### src/pkg/ctps_pkg.sv
/*
  Shared constants for the card information tail and personality switch block:
  register offsets, field positions, reset values, tuple codes, timing and mode states.
  Assumes a 10 MHz system clock and a 32-bit APB register bus.
*/
package ctps_pkg;

  // Clock and switch delay timing
  localparam int CLK_PERIOD_NS = 100;
  localparam int SWITCH_WAIT_NS = 10000;
  // Least time, so round up to whole cycles
  localparam int SWITCH_WAIT_CYC = (SWITCH_WAIT_NS + CLK_PERIOD_NS - 1) / CLK_PERIOD_NS;
  localparam int WAIT_CNT_W = 8;

  // Byte addresses on the APB bus
  localparam logic [11:0] ADDR_CFG_OPT = 12'h000;
  localparam logic [11:0] ADDR_STATUS = 12'h004;
  localparam logic [11:0] ADDR_CIS_BASE = 12'h100;
  localparam logic [11:0] ADDR_CIS_LAST = 12'h1fc;
  localparam int CIS_IDX_W = 6;
  localparam int CIS_MAX = 64;

  // Configuration option register layout
  localparam int SOFT_RESET_BIT = 7;
  localparam int LEVEL_IRQ_BIT = 6;
  localparam int FUNC_IDX_MSB = 5;
  localparam logic [7:0] CFG_OPT_RESET = 8'h00;

  // Status register layout
  localparam int STAT_PENDING_BIT = 0;
  localparam int STAT_SWITCHED_BIT = 1;

  // Tuple and string codes
  localparam logic [7:0] CODE_SYS_EVENT = 8'hc0;
  localparam logic [7:0] CODE_PHYS_DEV = 8'hc1;
  localparam logic [7:0] CODE_END_CHAIN = 8'hff;
  localparam logic [7:0] STR_TERM = 8'h00;
  localparam logic [7:0] STR_PAD = 8'hff;
  localparam int STR_MAX = 16;

  // Pin personality of the card
  typedef enum logic [1:0] {MODE_PCCARD, MODE_WAIT, MODE_CARD_IF} ctps_mode_e;

endpackage

### src/design/ctps_cis_rom.sv
/*
  Constant lookup of the card information tail: system event subtuple,
  physical device subtuple and end-of-chain tuple, one byte per index.
  Assumes names are left-justified in their packed parameters, first character highest.
*/
`timescale 1ns/10ps
module ctps_cis_rom
  import ctps_pkg::*;
#(
  // Arbitrary neutral names; a product overrides them
  parameter logic [8*ctps_pkg::STR_MAX-1:0] HOST_NAME = {"GENERIC_HOST", 32'h0},
  parameter int HOST_LEN = 12,
  parameter logic [8*ctps_pkg::STR_MAX-1:0] MOD_NAME = {"GENERIC_MODULE", 16'h0},
  parameter int MOD_LEN = 14
)
(
  // Byte lookup
  input wire logic [ctps_pkg::CIS_IDX_W-1:0] idx,
  output logic [7:0] data
);

  // One name subtuple: code, link, string, terminator, pad
  function automatic logic [7:0] sub_byte(input int k, input logic [7:0] code,
                                         input logic [8*STR_MAX-1:0] name, input int len);
    logic [7:0] b;
    b = STR_PAD;
    if (k == 0)
    begin
      b = code;
    end
    else if (k == 1)
    begin
      b = 8'(len + 2);
    end
    else if (k < len + 2)
    begin
      b = name[8*(STR_MAX-1-(k-2)) +: 8];
    end
    else if (k == len + 2)
    begin
      b = STR_TERM;
    end
    return b;
  endfunction

  // Chain order keeps the end tuple last; reads past it also return the end code
  always_comb
  begin
    int i;
    i = int'(idx);
    if (i < HOST_LEN + 4)
    begin
      data = sub_byte(i, CODE_SYS_EVENT, HOST_NAME, HOST_LEN);
    end
    else if (i < HOST_LEN + MOD_LEN + 8)
    begin
      data = sub_byte(i - HOST_LEN - 4, CODE_PHYS_DEV, MOD_NAME, MOD_LEN);
    end
    else
    begin
      data = CODE_END_CHAIN;
    end
  end

endmodule

### src/design/ctps_top.sv
/*
  APB slave holding the configuration option register, a status word and a
  read-only window onto the card information tail; times the switch from the
  PC Card personality to the card's own interface.
  Assumes a 10 MHz clock, a synchronous active-low reset and an APB master
  on the same clock; the switch outputs feed the card's pin multiplexer.
*/
`timescale 1ns/10ps
// Summary of operation
// - System event subtuple starts with code c0, link, host name strings.
// - Physical device subtuple starts with code c1, link, module name strings.
// - Each subtuple's second byte is its link, at least m-1.
// - First string basic coded; later strings alternate coding without escape.
// - Every string ends in zero; a short last string gets an ff pad.
// - Chain closes with end tuple ff; other tuples come before it.
// - Host sets level interrupt bit 6; card then uses level interrupts.
// - After a correct write the card waits 10 us before switching pins.
module ctps_top
  import ctps_pkg::*;
#(
  // Arbitrary neutral entry index and names; a product overrides them
  parameter logic [7:0] CFG_ENTRY_INDEX = 8'h01,
  parameter logic [8*ctps_pkg::STR_MAX-1:0] HOST_NAME = {"GENERIC_HOST", 32'h0},
  parameter int HOST_LEN = 12,
  parameter logic [8*ctps_pkg::STR_MAX-1:0] MOD_NAME = {"GENERIC_MODULE", 16'h0},
  parameter int MOD_LEN = 14
)
(
  // Clock and reset
  input wire logic clk_sys,
  input wire logic rst_n,
  // APB slave
  input wire logic [11:0] paddr,
  input wire logic psel,
  input wire logic penable,
  input wire logic pwrite,
  input wire logic [31:0] pwdata,
  input wire logic [3:0] pstrb,
  output logic [31:0] prdata,
  output logic pready,
  output logic pslverr,
  // Personality control
  output logic card_if_select,
  output logic switch_pending,
  output logic level_irq_mode,
  output logic soft_reset_pulse
);
  import ctps_pkg::*;

  // Names must fit the string slots and the whole chain must fit the window
  initial
  begin
    if (HOST_LEN < 1 || HOST_LEN > STR_MAX || MOD_LEN < 1 || MOD_LEN > STR_MAX)
    begin
      $error("ctps_top: name length out of range");
    end
    if (HOST_LEN + MOD_LEN + 9 > CIS_MAX)
    begin
      $error("ctps_top: information chain too long");
    end
    if (SWITCH_WAIT_CYC >= (1 << WAIT_CNT_W))
    begin
      $error("ctps_top: wait counter too narrow");
    end
  end

  // The only value that requests the personality change
  function automatic logic cfg_matches(input logic [7:0] v);
    return (v[SOFT_RESET_BIT] == 1'b0)
        && (v[LEVEL_IRQ_BIT] == 1'b1)
        && (v[FUNC_IDX_MSB:0] == CFG_ENTRY_INDEX[FUNC_IDX_MSB:0]);
  endfunction

  function automatic logic in_cis(input logic [11:0] a);
    return (a >= ADDR_CIS_BASE) && (a <= ADDR_CIS_LAST) && (a[1:0] == 2'b00);
  endfunction

  logic [7:0] cfg_opt_ff;
  logic [7:0] nxt_cfg_opt;
  ctps_mode_e mode_ff;
  ctps_mode_e nxt_mode;
  logic [WAIT_CNT_W-1:0] wait_cnt_ff;
  logic [WAIT_CNT_W-1:0] nxt_wait_cnt;
  logic [31:0] prdata_ff;
  logic [31:0] nxt_prdata;
  logic pready_ff;
  logic nxt_pready;
  logic pslverr_ff;
  logic nxt_pslverr;
  logic card_if_ff;
  logic nxt_card_if;
  logic pending_ff;
  logic nxt_pending;
  logic level_irq_ff;
  logic nxt_level_irq;
  logic soft_reset_ff;
  logic nxt_soft_reset;
  logic [7:0] cis_data;
  logic wr_cfg;

  // Constant tail of the information chain
  ctps_cis_rom #(
    .HOST_NAME(HOST_NAME),
    .HOST_LEN(HOST_LEN),
    .MOD_NAME(MOD_NAME),
    .MOD_LEN(MOD_LEN)
  ) u_rom (
    .idx(paddr[CIS_IDX_W+1:2]),
    .data(cis_data)
  );

  // A write lands only at the completing edge of the access phase
  assign wr_cfg = psel && penable && pready_ff && pwrite && (paddr == ADDR_CFG_OPT) && pstrb[0];

  // Bus answer: one wait state, read data and error prepared with pready
  always_comb
  begin
    nxt_pready = psel && penable && !pready_ff;
    nxt_prdata = prdata_ff;
    nxt_pslverr = 1'b0;
    if (psel && penable && !pready_ff)
    begin
      nxt_prdata = 32'h0;
      if (paddr == ADDR_CFG_OPT)
      begin
        nxt_prdata = {24'h0, cfg_opt_ff};
      end
      else if (paddr == ADDR_STATUS)
      begin
        nxt_prdata[STAT_PENDING_BIT] = pending_ff;
        nxt_prdata[STAT_SWITCHED_BIT] = card_if_ff;
      end
      else if (in_cis(paddr))
      begin
        nxt_prdata = {24'h0, cis_data};
      end
      else
      begin
        nxt_pslverr = 1'b1;
      end
    end
  end

  // Configuration register and personality state
  always_comb
  begin
    nxt_cfg_opt = cfg_opt_ff;
    nxt_mode = mode_ff;
    nxt_wait_cnt = wait_cnt_ff;
    nxt_soft_reset = 1'b0;
    if (mode_ff == MODE_WAIT)
    begin
      if (wait_cnt_ff != '0)
      begin
        nxt_wait_cnt = wait_cnt_ff - 1'b1;
      end
      else
      begin
        nxt_mode = MODE_CARD_IF;
      end
    end
    if (wr_cfg)
    begin
      nxt_cfg_opt = pwdata[7:0];
      if (pwdata[SOFT_RESET_BIT])
      begin
        // Soft reset returns the card to its PC Card personality and clears the register
        nxt_cfg_opt = CFG_OPT_RESET;
        nxt_mode = MODE_PCCARD;
        nxt_soft_reset = 1'b1;
      end
      else if (mode_ff != MODE_CARD_IF)
      begin
        if (cfg_matches(pwdata[7:0]))
        begin
          nxt_mode = MODE_WAIT;
          nxt_wait_cnt = WAIT_CNT_W'(SWITCH_WAIT_CYC);
        end
        else
        begin
          nxt_mode = MODE_PCCARD;
        end
      end
    end
    nxt_card_if = (nxt_mode == MODE_CARD_IF);
    nxt_pending = (nxt_mode == MODE_WAIT);
    nxt_level_irq = nxt_cfg_opt[LEVEL_IRQ_BIT];
  end

  // Registers only; all outputs come straight from here
  always_ff @(posedge clk_sys)
  begin
    if (!rst_n)
    begin
      cfg_opt_ff <= CFG_OPT_RESET;
      mode_ff <= MODE_PCCARD;
      wait_cnt_ff <= '0;
      prdata_ff <= 32'h0;
      pready_ff <= 1'b0;
      pslverr_ff <= 1'b0;
      card_if_ff <= 1'b0;
      pending_ff <= 1'b0;
      level_irq_ff <= 1'b0;
      soft_reset_ff <= 1'b0;
    end
    else
    begin
      cfg_opt_ff <= nxt_cfg_opt;
      mode_ff <= nxt_mode;
      wait_cnt_ff <= nxt_wait_cnt;
      prdata_ff <= nxt_prdata;
      pready_ff <= nxt_pready;
      pslverr_ff <= nxt_pslverr;
      card_if_ff <= nxt_card_if;
      pending_ff <= nxt_pending;
      level_irq_ff <= nxt_level_irq;
      soft_reset_ff <= nxt_soft_reset;
    end
  end

  assign prdata = prdata_ff;
  assign pready = pready_ff;
  assign pslverr = pslverr_ff;
  assign card_if_select = card_if_ff;
  assign switch_pending = pending_ff;
  assign level_irq_mode = level_irq_ff;
  assign soft_reset_pulse = soft_reset_ff;

endmodule

### config.mk
export PLATFORM = sky130hd
export DESIGN_NAME = ctps_top
export DESIGN_NICKNAME = d
export VERILOG_FILES = /design/src/pkg/ctps_pkg.sv /design/src/design/ctps_cis_rom.sv /design/src/design/ctps_top.sv
export SDC_FILE = /design/constraint.sdc
export NUM_CORES = 1
export LEC_CHECK = 0
export ABC_CLOCK_PERIOD_IN_PS = 2700
export BUFFER_PORTS_ARGS = -buffer_cell sky130_fd_sc_hd__buf_2
export CAP_MARGIN = 20
export CORE_ASPECT_RATIO = 0.7
export CORE_MARGIN = 2
export CORE_UTILIZATION = 50
export DETAILED_ROUTE_END_ITERATION = 10
export PLACE_DENSITY = 0.78
export REMOVE_ABC_BUFFERS = 1
export SLEW_MARGIN = 20
export SYNTH_ARGS = -nofsm -noshare
export SYNTH_HDL_FRONTEND = slang
export SYNTH_SLANG_ARGS = --single-unit
### constraint.sdc
create_clock -name clk_sys -period 2.7 [get_ports clk_sys]
set_input_delay 0.135 -clock clk_sys [delete_from_list [all_inputs] [get_ports clk_sys]]
set_output_delay 0.135 -clock clk_sys [all_outputs]
set_load 0.02 [all_outputs]
==> results of run 1 <==
## power groups by stage
stage | combinational [mW] | sequential, mW | clock [mW]
final | 0.241 | 0.450 | 0.379
after global routing | 0.265 | 0.451 | 0.412
after CTS | 0.237 | 0.450 | 0.384
after detailed placement | 0.236 | 0.460 | 0
after global placement | 0.233 | 0.460 | 0
after floorplan | 0.151 | 0.466 | 0
## layout make-up
class / count / area [um2]
clock buffer: 7 / 86.3
fill: 454 / 2060
tap: 57 / 71.3
multi-input combinational: 258 / 1620
clock inverter: 1 / 5.00
timing repair buffer: 46 / 248
inverter: 9 / 33.8
sequential: 30 / 601
## stage by stage
step / setup WS, ns / cells / hold slack [ns] / total power [mW] / util [%]
floorplan: 0.730 / 297 / 0.250 / 0.617 / -
global placement: 0.427 / 400 / 0.430 / 0.693 / 54.5
detailed placement: 0.394 / 400 / 0.433 / 0.696 / 54.5
CTS: 0.697 / 408 / 0.127 / 1.07 / 56.4
global route: 0.374 / 408 / 0.136 / 1.13 / 56.4
finish: 0.615 / 408 / 0.128 / 1.07 / 56.4
## sequential cells by signal (all words and copies together) (netlist names)
name and cells:
pready 1, pslverr 1, soft_reset_pulse 1, wait_cnt_ff 8, card_if_select 1, cfg_opt_ff 7, switch_pending 1, prdata 8
mode_ff 2
## critical path: stages
cell and delay, ns:
buf_2 0.14, inv_1 0.14, ha_1 0.37, nor4bb_1 0.49, and4b_1 0.36, and2_1 0.21
o31ai_1 0.10, and2_1 0.18, nor2b_1 0.13
## metal layers
metal,wire length [um],up-vias,GRT usage (%),part of all wire [%]
li1,-,1150,-,-
met2,2300,110,28.3,41
met5,0,-,0,0
met1,2770,1092,32.4,49
met4,96,0,7.88,1.7
met3,490,12,5.45,8.7
## cells in the mapped netlist, types with 7 or more instances
| master | n | area, um2 |
|---|---|---|
| xnor2_1 | 8 | 70.1 |
| nand3_1 | 13 | 65.1 |
| nand2_1 | 33 | 124 |
| o21ai_0 | 11 | 55.1 |
| dfxtp_1 | 30 | 601 |
| buf_4 | 26 | 195 |
| inv_1 | 9 | 33.8 |
| nor2_1 | 24 | 90.1 |
| nor3_1 | 11 | 55.1 |
| nand3b_1 | 7 | 52.6 |
| a21boi_0 | 8 | 60.1 |
| ha_1 | 12 | 150 |
| a21oi_1 | 17 | 85.1 |
## cells by family after synthesis
group / Yosys count
AO/OA/AOI/OAI: 78
XOR/XNOR: 12
adder cells (fa/ha/maj): 12
buffers and inverters: 46
flip-flops: 30
multiplexers: 2
other: 1
AND/OR/NAND/NOR: 130
## worst paths after layout
check | to | slack, ns | cells after the start
worst max-delay path | switch_pending$_SDFF_PN0_ | 0.62 | 9
worst min-delay path | cfg_opt_ff[0]$_SDFFE_PN0P_ | 0.13 | 3
worst max register to register | wait_cnt_ff[7]$_SDFF_PN0_ | 0.79 | 6
worst min register to register | cfg_opt_ff[4]$_SDFFE_PN0P_ | 0.47 | 2
==> summary.txt, run 1 <==
Global route
  • Largest net degree at the start of global routing: 29
  • Number of global-route vias before repair: 1,995
  • Initial antenna violation count: 0
  • Gr usage total: 21.3%
  • First-pass GRT wire length: 9190 um
  • Grt total ovfl: 0

Synth
  • Avg Cell Area, Syn: 7.78 um2
  • Synth Warn #: 0
  • Compound-Gate Fraction of Synth Area: 21.9%
  • Number of synthesized flops with an enable pin: 0
  • Post-synthesis mux area share: 0.828%
  • Register area share after synthesis: 24.8%
  • Post-Synthesis Cells: 311
  • Main flop type after synthesis: dfxtp_1
  • FFs w/ async S/R, synth: 0%
  • Synthesis-stage register bit count: 30
  • Synth Area in Adders: 6.21%
  • Post-synthesis cell type count: 62
  • Synth Area in Simple Gates: 29.5%
  • Largest family of logic cells by synthesized area: simple AND/OR/NAND/NOR gates
  • XOR/XNOR share of the synthesized area: 4.97%
  • Synthesized area: 2420 um2

Clock network
  • Clock sinks: 30
  • Postcts setup bufs: 0
  • Clk_lat worst skew: 0.29 ns
  • Htree depth: 2
  • CTS root buf: clkbuf_8
  • Clk pin slew, worst setup/hold paths: 0.07 ns
  • CTS Buf Count: 5
  • Clock Path Buffers: 2
  • Post-CTS Hold Fix Bufs: 0
  • CTS tree: built
  • Resized Gates After CTS: 0

Floorplan
  • Die area: 5420 um2
  • Io pins: 91
  • Initial Util: 51.1%
  • Die Y: 62.2 um
  • Core area: 4730 um2
  • Chip width: 87.1 um
  • Row cnt: 21

Pwr
  • Cell internal pwr: 737 uW
  • Gate power share: 22.5%
  • P per Cell Area: 401 nW/um2
  • Leak pwr: 1.13 nW
  • Part of the power in registers: 42.1%
  • Peak VDD IR: 242 uV
  • Clock power share: 35.4%
  • Sw Ratio: 31.1%
  • Net Switching: 333 uW

Timing
  • RSZ-0062 raised after global routing: false
  • Max Fclk: 480 MHz
  • Post-route minimum period: 2.08 ns
  • Final worst-path cycle share: 77.2%
  • Setup violations, final: 0
  • Total negative slack: 0 ns
  • Clock Skew: 0.00796 ns
  • Max-slew headroom: 53.1%
  • Max-slew violations: 0
  • Final hold vios: 0
  • Worst Tran Pin Value: 0.686 ns

Detailed routing
  • DRT antenna net count: 0
  • First drt pass iteration count: 5
  • Post-route DRC: 0
  • Routed vias/inst: 5.79
  • Mean routed wirelength per cell: 13.9 um
  • Via Count: 2,364
  • WL final: 5650 um
  • Initial DRC count: 134

Cells and area
  • Most common cell after layout, fill and taps aside: buf_2
  • ANT cells: 0
  • Post-route design area: 2670 um2
  • Most frequent cells in the layout: buf_2, nand2_1, dfxtp_1
  • Share of cells above drive strength 1: 17.7%
  • Layout area overhead: 10.3%
  • Layout Nets: 415

Run
  • Max-cap viol count: 0

Critical path
  • CP endpoint kind: flop
  • Crit start category: primary input
  • Critical Path Source: paddr[6]
  • Setup CP Type: primary input to flop
  • RR Startpoint: mode_ff[1]$_SDFF_PN0_
  • CP Max Fanout: 11
  • Critical Path RT: 2.87 ns
  • WP data arrival: 2.26 ns

Place
  • Placer congestion estimate: 0.923
  • Hpwl dp: 4350 um
  • PortBufs: 39
  • Post-place instance area: 2580 um2

Status
  • Status: finished clean

Hold path
  • Hold Crit Class: primary input to flop
  • Hold Startpoint: pwdata[0]
Note: power is estimated with default switching activity, not from simulation.
==> inputs of run 2 (changes only) <==
--- a/config.mk
+++ b/config.mk
@@ -5,14 +5,15 @@
 export SDC_FILE = /design/constraint.sdc
 export NUM_CORES = 1
 export LEC_CHECK = 0
-export ABC_CLOCK_PERIOD_IN_PS = 2700
+export ABC_AREA = 1
+export ABC_CLOCK_PERIOD_IN_PS = 1700
 export BUFFER_PORTS_ARGS = -buffer_cell sky130_fd_sc_hd__buf_2
 export CAP_MARGIN = 20
 export CORE_ASPECT_RATIO = 0.7
 export CORE_MARGIN = 2
-export CORE_UTILIZATION = 50
+export CORE_UTILIZATION = 45
 export DETAILED_ROUTE_END_ITERATION = 10
-export PLACE_DENSITY = 0.78
+export PLACE_DENSITY = 0.74
 export REMOVE_ABC_BUFFERS = 1
 export SLEW_MARGIN = 20
 export SYNTH_ARGS = -nofsm -noshare
==> constraint.sdc (replaced) <==
create_clock -name clk_sys -period 1.7 [get_ports clk_sys]
set_input_delay 0.085 -clock clk_sys [delete_from_list [all_inputs] [get_ports clk_sys]]
set_output_delay 0.085 -clock clk_sys [all_outputs]
set_load 0.02 [all_outputs]
==> run 2 against run 1 <==
  * The run now ends with negative setup slack left
  * Final cell count is 43% higher
  * Sequential power is 59% higher
  * Die area is 13% higher
  * Critical path type is now flop to flop
  * Critical path depth is 2 lower
  * Sequential share of layout area is 5.6 points lower
==> summary.txt, run 2 <==
Critical path
  • CP endpoint: wait_cnt_ff[7]$_SDFF_PN0_
  • Critical Path RT: 1.88 ns (-0.99 ns)
  • Crit path max-delay family: simple AND/OR/NAND/NOR gates
  • Crit start category: flop
  • CP Max Fanout: 2 (-9)
  • Worst path slowest cell: dfxtp_1
  • Setup CP Type: flop to flop
  • Reg-to-Reg End: wait_cnt_ff[7]$_SDFF_PN0_
  • WP data arrival: 1.90 ns (-0.36 ns)
  • RR Startpoint: mode_ff[1]$_SDFF_PN0_
  • R2r setup slk: -0.02 ns (-0.81 ns)
  • Critical-path cell list: buf_4 -> nor2_1 -> nand3_1 -> nor3_1 -> nor3b_2 -> xnor2_1 -> nor2_1
  • Worst R2R Path Depth: 7 (+1)
  • Worst Path Buf+Inv: 1 (-1)
  • Critical Path Source: mode_ff[1]$_SDFF_PN0_
  • Instance count on the critical path: 7 (-2)
  • Most frequent CP cell: nor2_1
  • CP endpoint kind: flop
  • Slowest Stage Delay on Critical Path: 0.33 ns (-0.16 ns)

Cells and area
  • Multi-input combinational cell area: 1700 um2 (+4.7%)
  • Most frequent cells in the layout: nand2_1, buf_4, inv_1
  • Layout area overhead: 43.9%
  • Most common cell after layout, fill and taps aside: nand2_1
  • ANT cells: 0 (unchanged)
  • Fillers: 446 (-1.8%)
  • Register area: 604 um2 (+0.63%)
  • Layout Nets: 577 (+39%)
  • Share of cells above drive strength 1: 33.1% (+15 points)

Clock network
  • Clock sinks: 30 (unchanged)
  • CTS tree: built
  • Htree depth: 2 (unchanged)
  • CTS Buf Count: 5 (unchanged)
  • Clock Path Buffers: 2 (unchanged)
  • Clk pin slew, worst setup/hold paths: 0.07 ns (about the same)
  • Post-CTS Hold Fix Bufs: 0 (unchanged)
  • Clk_lat worst skew: 0.29 ns (about the same)
  • CTS root buf: clkbuf_8

Synth
  • Dominant cell type by area after synthesis: dfxtp_1
  • Synthesis-stage register bit count: 30 (unchanged)
  • Register area share after synthesis: 24.3% (-0.58 points)
  • Main flop type after synthesis: dfxtp_1
  • Synth Warn #: 0 (unchanged)
  • Top-count cell post-synth: nand2_1
  • Synthesized area: 2480 um2 (+2.4%)
  • Number of synthesized flops with an enable pin: 0 (unchanged)
  • Post-synthesis cell type count: 37 (-40%)
  • Post-Synthesis Cells: 397 (+28%)
  • Avg Cell Area, Syn: 6.24 um2 (-20%)
  • Synth cell count leaders: nand2_1, inv_1, nor2_1
  • FFs w/ async S/R, synth: 0% (unchanged)
  • Top cells by area, synth: dfxtp_1, nand2_1, inv_1
  • Share of the synthesized area in the top cell type: 24.3% (-0.58 points)

Floorplan
  • Core area: 5290 um2 (+12%)
  • Die Y: 66.1 um (+6.2%)
  • Io pins: 91 (unchanged)
  • Die area: 6120 um2 (+13%)
  • Chip width: 92.7 um (+6.4%)
  • Row cnt: 22 (+4.8%)
  • Initial Util: 46.9% (-4.3 points)

Detailed routing
  • First drt pass iteration count: 5 (unchanged)
  • WL final: 7580 um (+34%)
  • Post-route DRC: 0 (unchanged)
  • DRT antenna net count: 0 (unchanged)
  • Initial DRC count: 314 (+130%)
  • Via Count: 2,865 (+21%)
  • Mean routed wirelength per cell: 13.0 um (-6.4%)
  • Routed vias/inst: 4.90 (-15%)

Pwr
  • Gate power share: 27.3% (+4.8 points)
  • Leak pwr: 1.92 nW (+70%)
  • Clock power share: 40.6% (+5.2 points)
  • Net Switching: 652 uW (+96%)
  • Cell internal pwr: 1.58 mW (+110%)
  • Tot Pwr: 2.24 mW (+110%)
  • Peak VDD IR: 667 uV (+180%)
  • Part of the power in registers: 32.1% (-10 points)
  • Sw Ratio: 29.2% (-2.0 points)
  • P per Cell Area: 627 nW/um2 (+56%)

Global route
  • Number of global-route vias before repair: 2,551 (+28%)
  • Initial antenna violation count: 0 (unchanged)
  • Largest net degree at the start of global routing: 17 (-41%)
  • Grt total ovfl: 0 (unchanged)
  • Gr usage total: 25.1% (+3.8 points)
  • First-pass GRT wire length: 12,100 um (+31%)

Run
  • Max-cap viol count: 0 (unchanged)

Hold path
  • Hold Crit Class: primary input to flop

Place
  • Hpwl dp: 5930 um (+36%)
  • Placer congestion estimate: 0.912 (-1.2%)
  • PortBufs: 39 (unchanged)
  • DP Worst Slack: -0.348 ns (-0.742 ns)

Timing
  • Setup violations, final: 1 (+1)
  • Max Fclk: 583 MHz
  • Final hold vios: 0 (unchanged)
  • Post-route minimum period: 1.72 ns
  • Clock Skew: 0.00996 ns (+0.00200 ns)
  • Max-slew violations: 0 (unchanged)
  • Total negative slack: -0.0160 ns (-0.0160 ns)
  • PnR worst setup slack: -0.0160 ns (-0.631 ns)
  • Final worst-path cycle share: 101%

Status
  • Status: finished, violations left
  • Failing checks: negative setup slack
==> run 2: cell count changes in the layout (fill, tap and decap cells not counted), sizes merged, moves of 6 or more <==
cell    previous run  this run
nand3b             7         0
a211oi             6         0
inv                9        62
nand2             33        95
xnor2              8         2
nand3             13        24
o21ai             13        27
nor2              25        54
buf               46       113
==> run 2: power groups by stage <==
stage	Clock, mW	Sequential (mW)	Combinational [mW]
finish	0.908	0.717	0.610
global route	0.947	0.718	0.668
CTS	0.907	0.717	0.535
detailed placement	0	0.733	0.531
global placement	0	0.733	0.525
floorplan	0	0.743	0.267
==> run 2: final cells by class <==
class                      count  share of cell area, %
clock buffer                   6                   2.32
clock inverter                 2                   1.69
inverter                      63                   6.78
multi-input combinational    299                   47.7
timing repair buffer         113                   22.1
sequential                    30                   17.0
tap                           72                   2.53
==> run 2: logic make-up (layout without fill, tap and decap cells) <==
group / Yosys count / after routing / share of synthesized area [%]
simple gates: 196 / 196 / 35.3
buf+inv: 91 / 184 / 17.8
compound gates: 60 / 60 / 14.0
flops: 30 / 30 / 24.3
fa+ha+maj: 12 / 12 / 6.06
xor+xnor: 7 / 7 / 2.48
other cells: 1 / 24 / 0.151
==> run 2: timing repair <==
item                                    4_1_cts  5_1_grt
gates resized for setup                       4       51
endpoints found under the setup margin        9       25
setup buffers                                 0        0
pin swaps                                     0       13
==> run 2: worst min-delay path by stage <==
stage / start / endpoint / slack, ns / depth (start not counted)
after floorplan: rst_n / cfg_opt_ff[6]$_SDFFE_PN0P_ / 0.22 / 2
after global placement: pwdata[4] / cfg_opt_ff[4]$_SDFFE_PN0P_ / 0.34 / 3
after detailed placement: pwdata[5] / cfg_opt_ff[5]$_SDFFE_PN0P_ / 0.35 / 3
after CTS: pwdata[3] / cfg_opt_ff[3]$_SDFFE_PN0P_ / 0.06 / 3
after global routing: pwdata[6] / cfg_opt_ff[6]$_SDFFE_PN0P_ / 0.08 / 3
final: pwdata[5] / cfg_opt_ff[5]$_SDFFE_PN0P_ / 0.06 / 3
==> run 2: worst register-to-register path: cells and delay by family (launching register included) <==
| kind | cells | cell delay (ns) |
|---|---|---|
| xor+xnor | 1 | 0.16 |
| buf+inv | 1 | 0.13 |
| simple gates | 5 | 1.00 |
| flops | 1 | 0.33 |
==> run 2: metrics by stage <==
stage	utilization (%)	hold slack [ns]	area [um2]	instances
2_1_floorplan	-	0.221	2360	392
3_3_place_gp	61.0	0.337	3220	577
3_5_place_dp	61.0	0.350	3220	577
4_1_cts	64.0	0.0581	3380	585
5_1_grt	67.4	0.0824	3560	585
6_report	67.4	0.0646	3560	585
==> run 2: layer usage <==
metal / global-route usage, % / routed length, um / vias to the layer above
met2: 35.2 / 2940 / 142
met3: 6.73 / 859 / 8
met5: 0 / 0 / -
met4: 2.76 / 48 / 0
met1: 38.8 / 3730 / 1257
li1: - / - / 1458
==> inputs of run 3 (changes only) <==
--- a/config.mk
+++ b/config.mk
@@ -9,8 +9,7 @@
 export ABC_CLOCK_PERIOD_IN_PS = 1700
 export BUFFER_PORTS_ARGS = -buffer_cell sky130_fd_sc_hd__buf_2
 export CAP_MARGIN = 20
-export CORE_ASPECT_RATIO = 0.7
-export CORE_MARGIN = 2
+export CORE_ASPECT_RATIO = 0.9
 export CORE_UTILIZATION = 45
 export DETAILED_ROUTE_END_ITERATION = 10
 export PLACE_DENSITY = 0.74
==> run 3 against run 2 <==
  * The flow now finishes without violations
  * Fmax grew 7.3%
  * Count of clock-buffer cells in the layout grew 1
  * Non-clock buffer count fell by 5
  * First-iteration DRC count is 48% lower
  * Sequential power about the same
  * Register-to-register slack improved by 0.14 ns
  * Die area is 5.2% lower
  * Combinational power shrank 12%
  * Worst setup slack better by 0.12 ns
  * Worst hold slack worse by 0.013 ns
  * Critical path type is now primary input to flop
==> summary.txt, run 3 (synthesized netlist as in run 2, its figures left out) <==
Status
  • Status: finished clean

Cells and area
  • ANT cells: 0 (unchanged)
  • Fin util: 63.5% (-3.9 points)
  • Share of cells above drive strength 1: 30.7% (-2.4 points)
  • Most common cell after layout, fill and taps aside: nand2_1
  • Layout Nets: 572 (-0.87%)
  • Layout area overhead: 35.6%
  • Most frequent cells in the layout: nand2_1, buf_4, inv_1

Floorplan
  • Row cnt: 25 (+14%)
  • Die Y: 72.4 um (+9.6%)
  • Chip width: 80.2 um (-13%)
  • Initial Util: 46.8% (about the same)
  • Die area: 5800 um2 (-5.2%)
  • Io pins: 91 (unchanged)
  • Core area: 5290 um2 (about the same)

Critical path
  • Setup CP Type: primary input to flop
  • Worst R2R Path Depth: 9 (+2)
  • WP data arrival: 1.82 ns (-0.08 ns)
  • Critical Path RT: 1.92 ns (+0.04 ns)
  • Crit start category: primary input
  • CP Max Fanout: 5 (+3)
  • CP endpoint kind: flop

Clock network
  • Clk pin slew, worst setup/hold paths: 0.06 ns (about the same)
  • Clock Path Buffers: 2 (unchanged)
  • CTS tree: built
  • CTS Buf Count: 5 (unchanged)
  • CTS root buf: clkbuf_8
  • Clock sinks: 30 (unchanged)
  • Post-CTS Hold Fix Bufs: 0 (unchanged)
  • Clk_lat worst skew: 0.29 ns (about the same)
  • Htree depth: 2 (unchanged)

Run
  • Max-cap viol count: 0 (unchanged)

Global route
  • Initial antenna violation count: 0 (unchanged)
  • First-pass GRT wire length: 10,700 um (-12%)
  • Gr usage total: 23.6% (-1.5 points)
  • Largest net degree at the start of global routing: 17 (unchanged)
  • Grt total ovfl: 0 (unchanged)
  • Number of global-route vias before repair: 2,419 (-5.2%)

Pwr
  • Leak pwr: 1.85 nW (-3.8%)
  • Tot Pwr: 1.85 mW (-17%)
  • P per Cell Area: 552 nW/um2 (-12%)
  • Peak VDD IR: 380 uV (-43%)

Detailed routing
  • First drt pass iteration count: 5 (unchanged)
  • Mean routed wirelength per cell: 11.9 um (-7.9%)
  • Initial DRC count: 163 (-48%)
  • Routed vias/inst: 4.94 (+0.78%)
  • DRT antenna net count: 0 (unchanged)
  • Via Count: 2,838 (-0.94%)
  • Post-route DRC: 0 (unchanged)
  • WL final: 6860 um (-9.5%)

Hold path
  • Hold Crit Class: primary input to flop
  • Hold path depth: 3 (unchanged)

Place
  • Placer congestion estimate: 0.906 (-0.67%)
  • Hpwl dp: 5240 um (-12%)
  • PortBufs: 39 (unchanged)

Timing
  • Clock Skew: 0.00365 ns (-0.00631 ns)
  • Setup violations, final: 0 (-1)
  • Max Fclk: 625 MHz (+7.3%)
  • Max-slew violations: 0 (unchanged)
  • Final hold vios: 0 (unchanged)
  • Final worst-path cycle share: 94.1% (-6.8 points)
  • Post-route minimum period: 1.60 ns (-0.116 ns)
==> run 3: changes by cell type in the layout (fill, tap and decap cells not counted), moves of 2 or more <==
cell	before	now
buf_4	71	68
buf_12	2	0
nand3_4	2	0
nand2_2	9	7
nand2_1	84	87
bufinv_16	2	0
==> run 3: critical path, stage by stage <==
cell and delay, ns:
buf_2 0.11, inv_2 0.08, ha_4 0.14, inv_2 0.07, nor2_8 0.12, inv_2 0.05
nor2_4 0.09, inv_2 0.05, nor3_4 0.19, nand2_2 0.08, nor2_2 0.12, inv_2 0.07
nor2_8 0.15, inv_2 0.06, o21ai_4 0.17, inv_2 0.06, nor3_2 0.13
==> run 3: per-layer routing <==
| layer | track usage (%) | part of all wire, % |
|---|---|---|
| met5 | 0 | 0 |
| met4 | 4.17 | 0.98 |
| met3 | 6.16 | 5.9 |
| met2 | 36.9 | 47 |
| met1 | 32.9 | 46 |
==> run 3: what timing repair did <==
item / in CTS / in global routing
pin swaps: 0 / 19
gates resized for setup: 2 / 36
setup endpoints to repair: 2 / 21
setup buffers: 0 / 7
==> run 3: power breakdown <==
part	switching, mW	total, mW	leakage (nW)	internal (mW)
combinational	0.332	0.535	1.55	0.203
clock	0.275	0.601	0.0482	0.326
sequential	0.00489	0.717	0.245	0.712
total	0.612	1.85	1.85	1.24
==> run 3: cell type report <==
cell class,instances,area (um2)
clock buffers,7,86.3
fillers,482,1930
flip-flops and latches,30,606
repair buffers,108,717
multi-input cells,299,1620
clock inverters,1,5.00
inverters,63,239
well taps,67,83.8
==> run 3: worst paths after layout <==
| path | start | end | slack, ns |
|---|---|---|---|
| worst max-delay path | paddr[5] | card_if_select$_SDFF_PN0_ | 0.10 |
| worst min-delay path | pwdata[2] | cfg_opt_ff[2]$_SDFFE_PN0P_ | 0.05 |
| worst max register to register | wait_cnt_ff[5]$_SDFF_PN0_ | card_if_select$_SDFF_PN0_ | 0.12 |
| worst min register to register | cfg_opt_ff[0]$_SDFFE_PN0P_ | cfg_opt_ff[0]$_SDFFE_PN0P_ | 0.47 |
==> run 3: through the flow <==
step	cell area [um2]	instances	hold WS, ns	setup slack, ns	setup TNS [ns]
final	3360	575	0.0513	0.100	0
after detailed placement	3100	560	0.349	-0.334	-2.20
after global routing	3360	575	0.0688	-0.0396	-0.0925
after CTS	3200	568	0.0504	0.0198	0
after global placement	3100	560	0.342	-0.262	-1.34
after floorplan	2360	392	0.221	0.0303	0
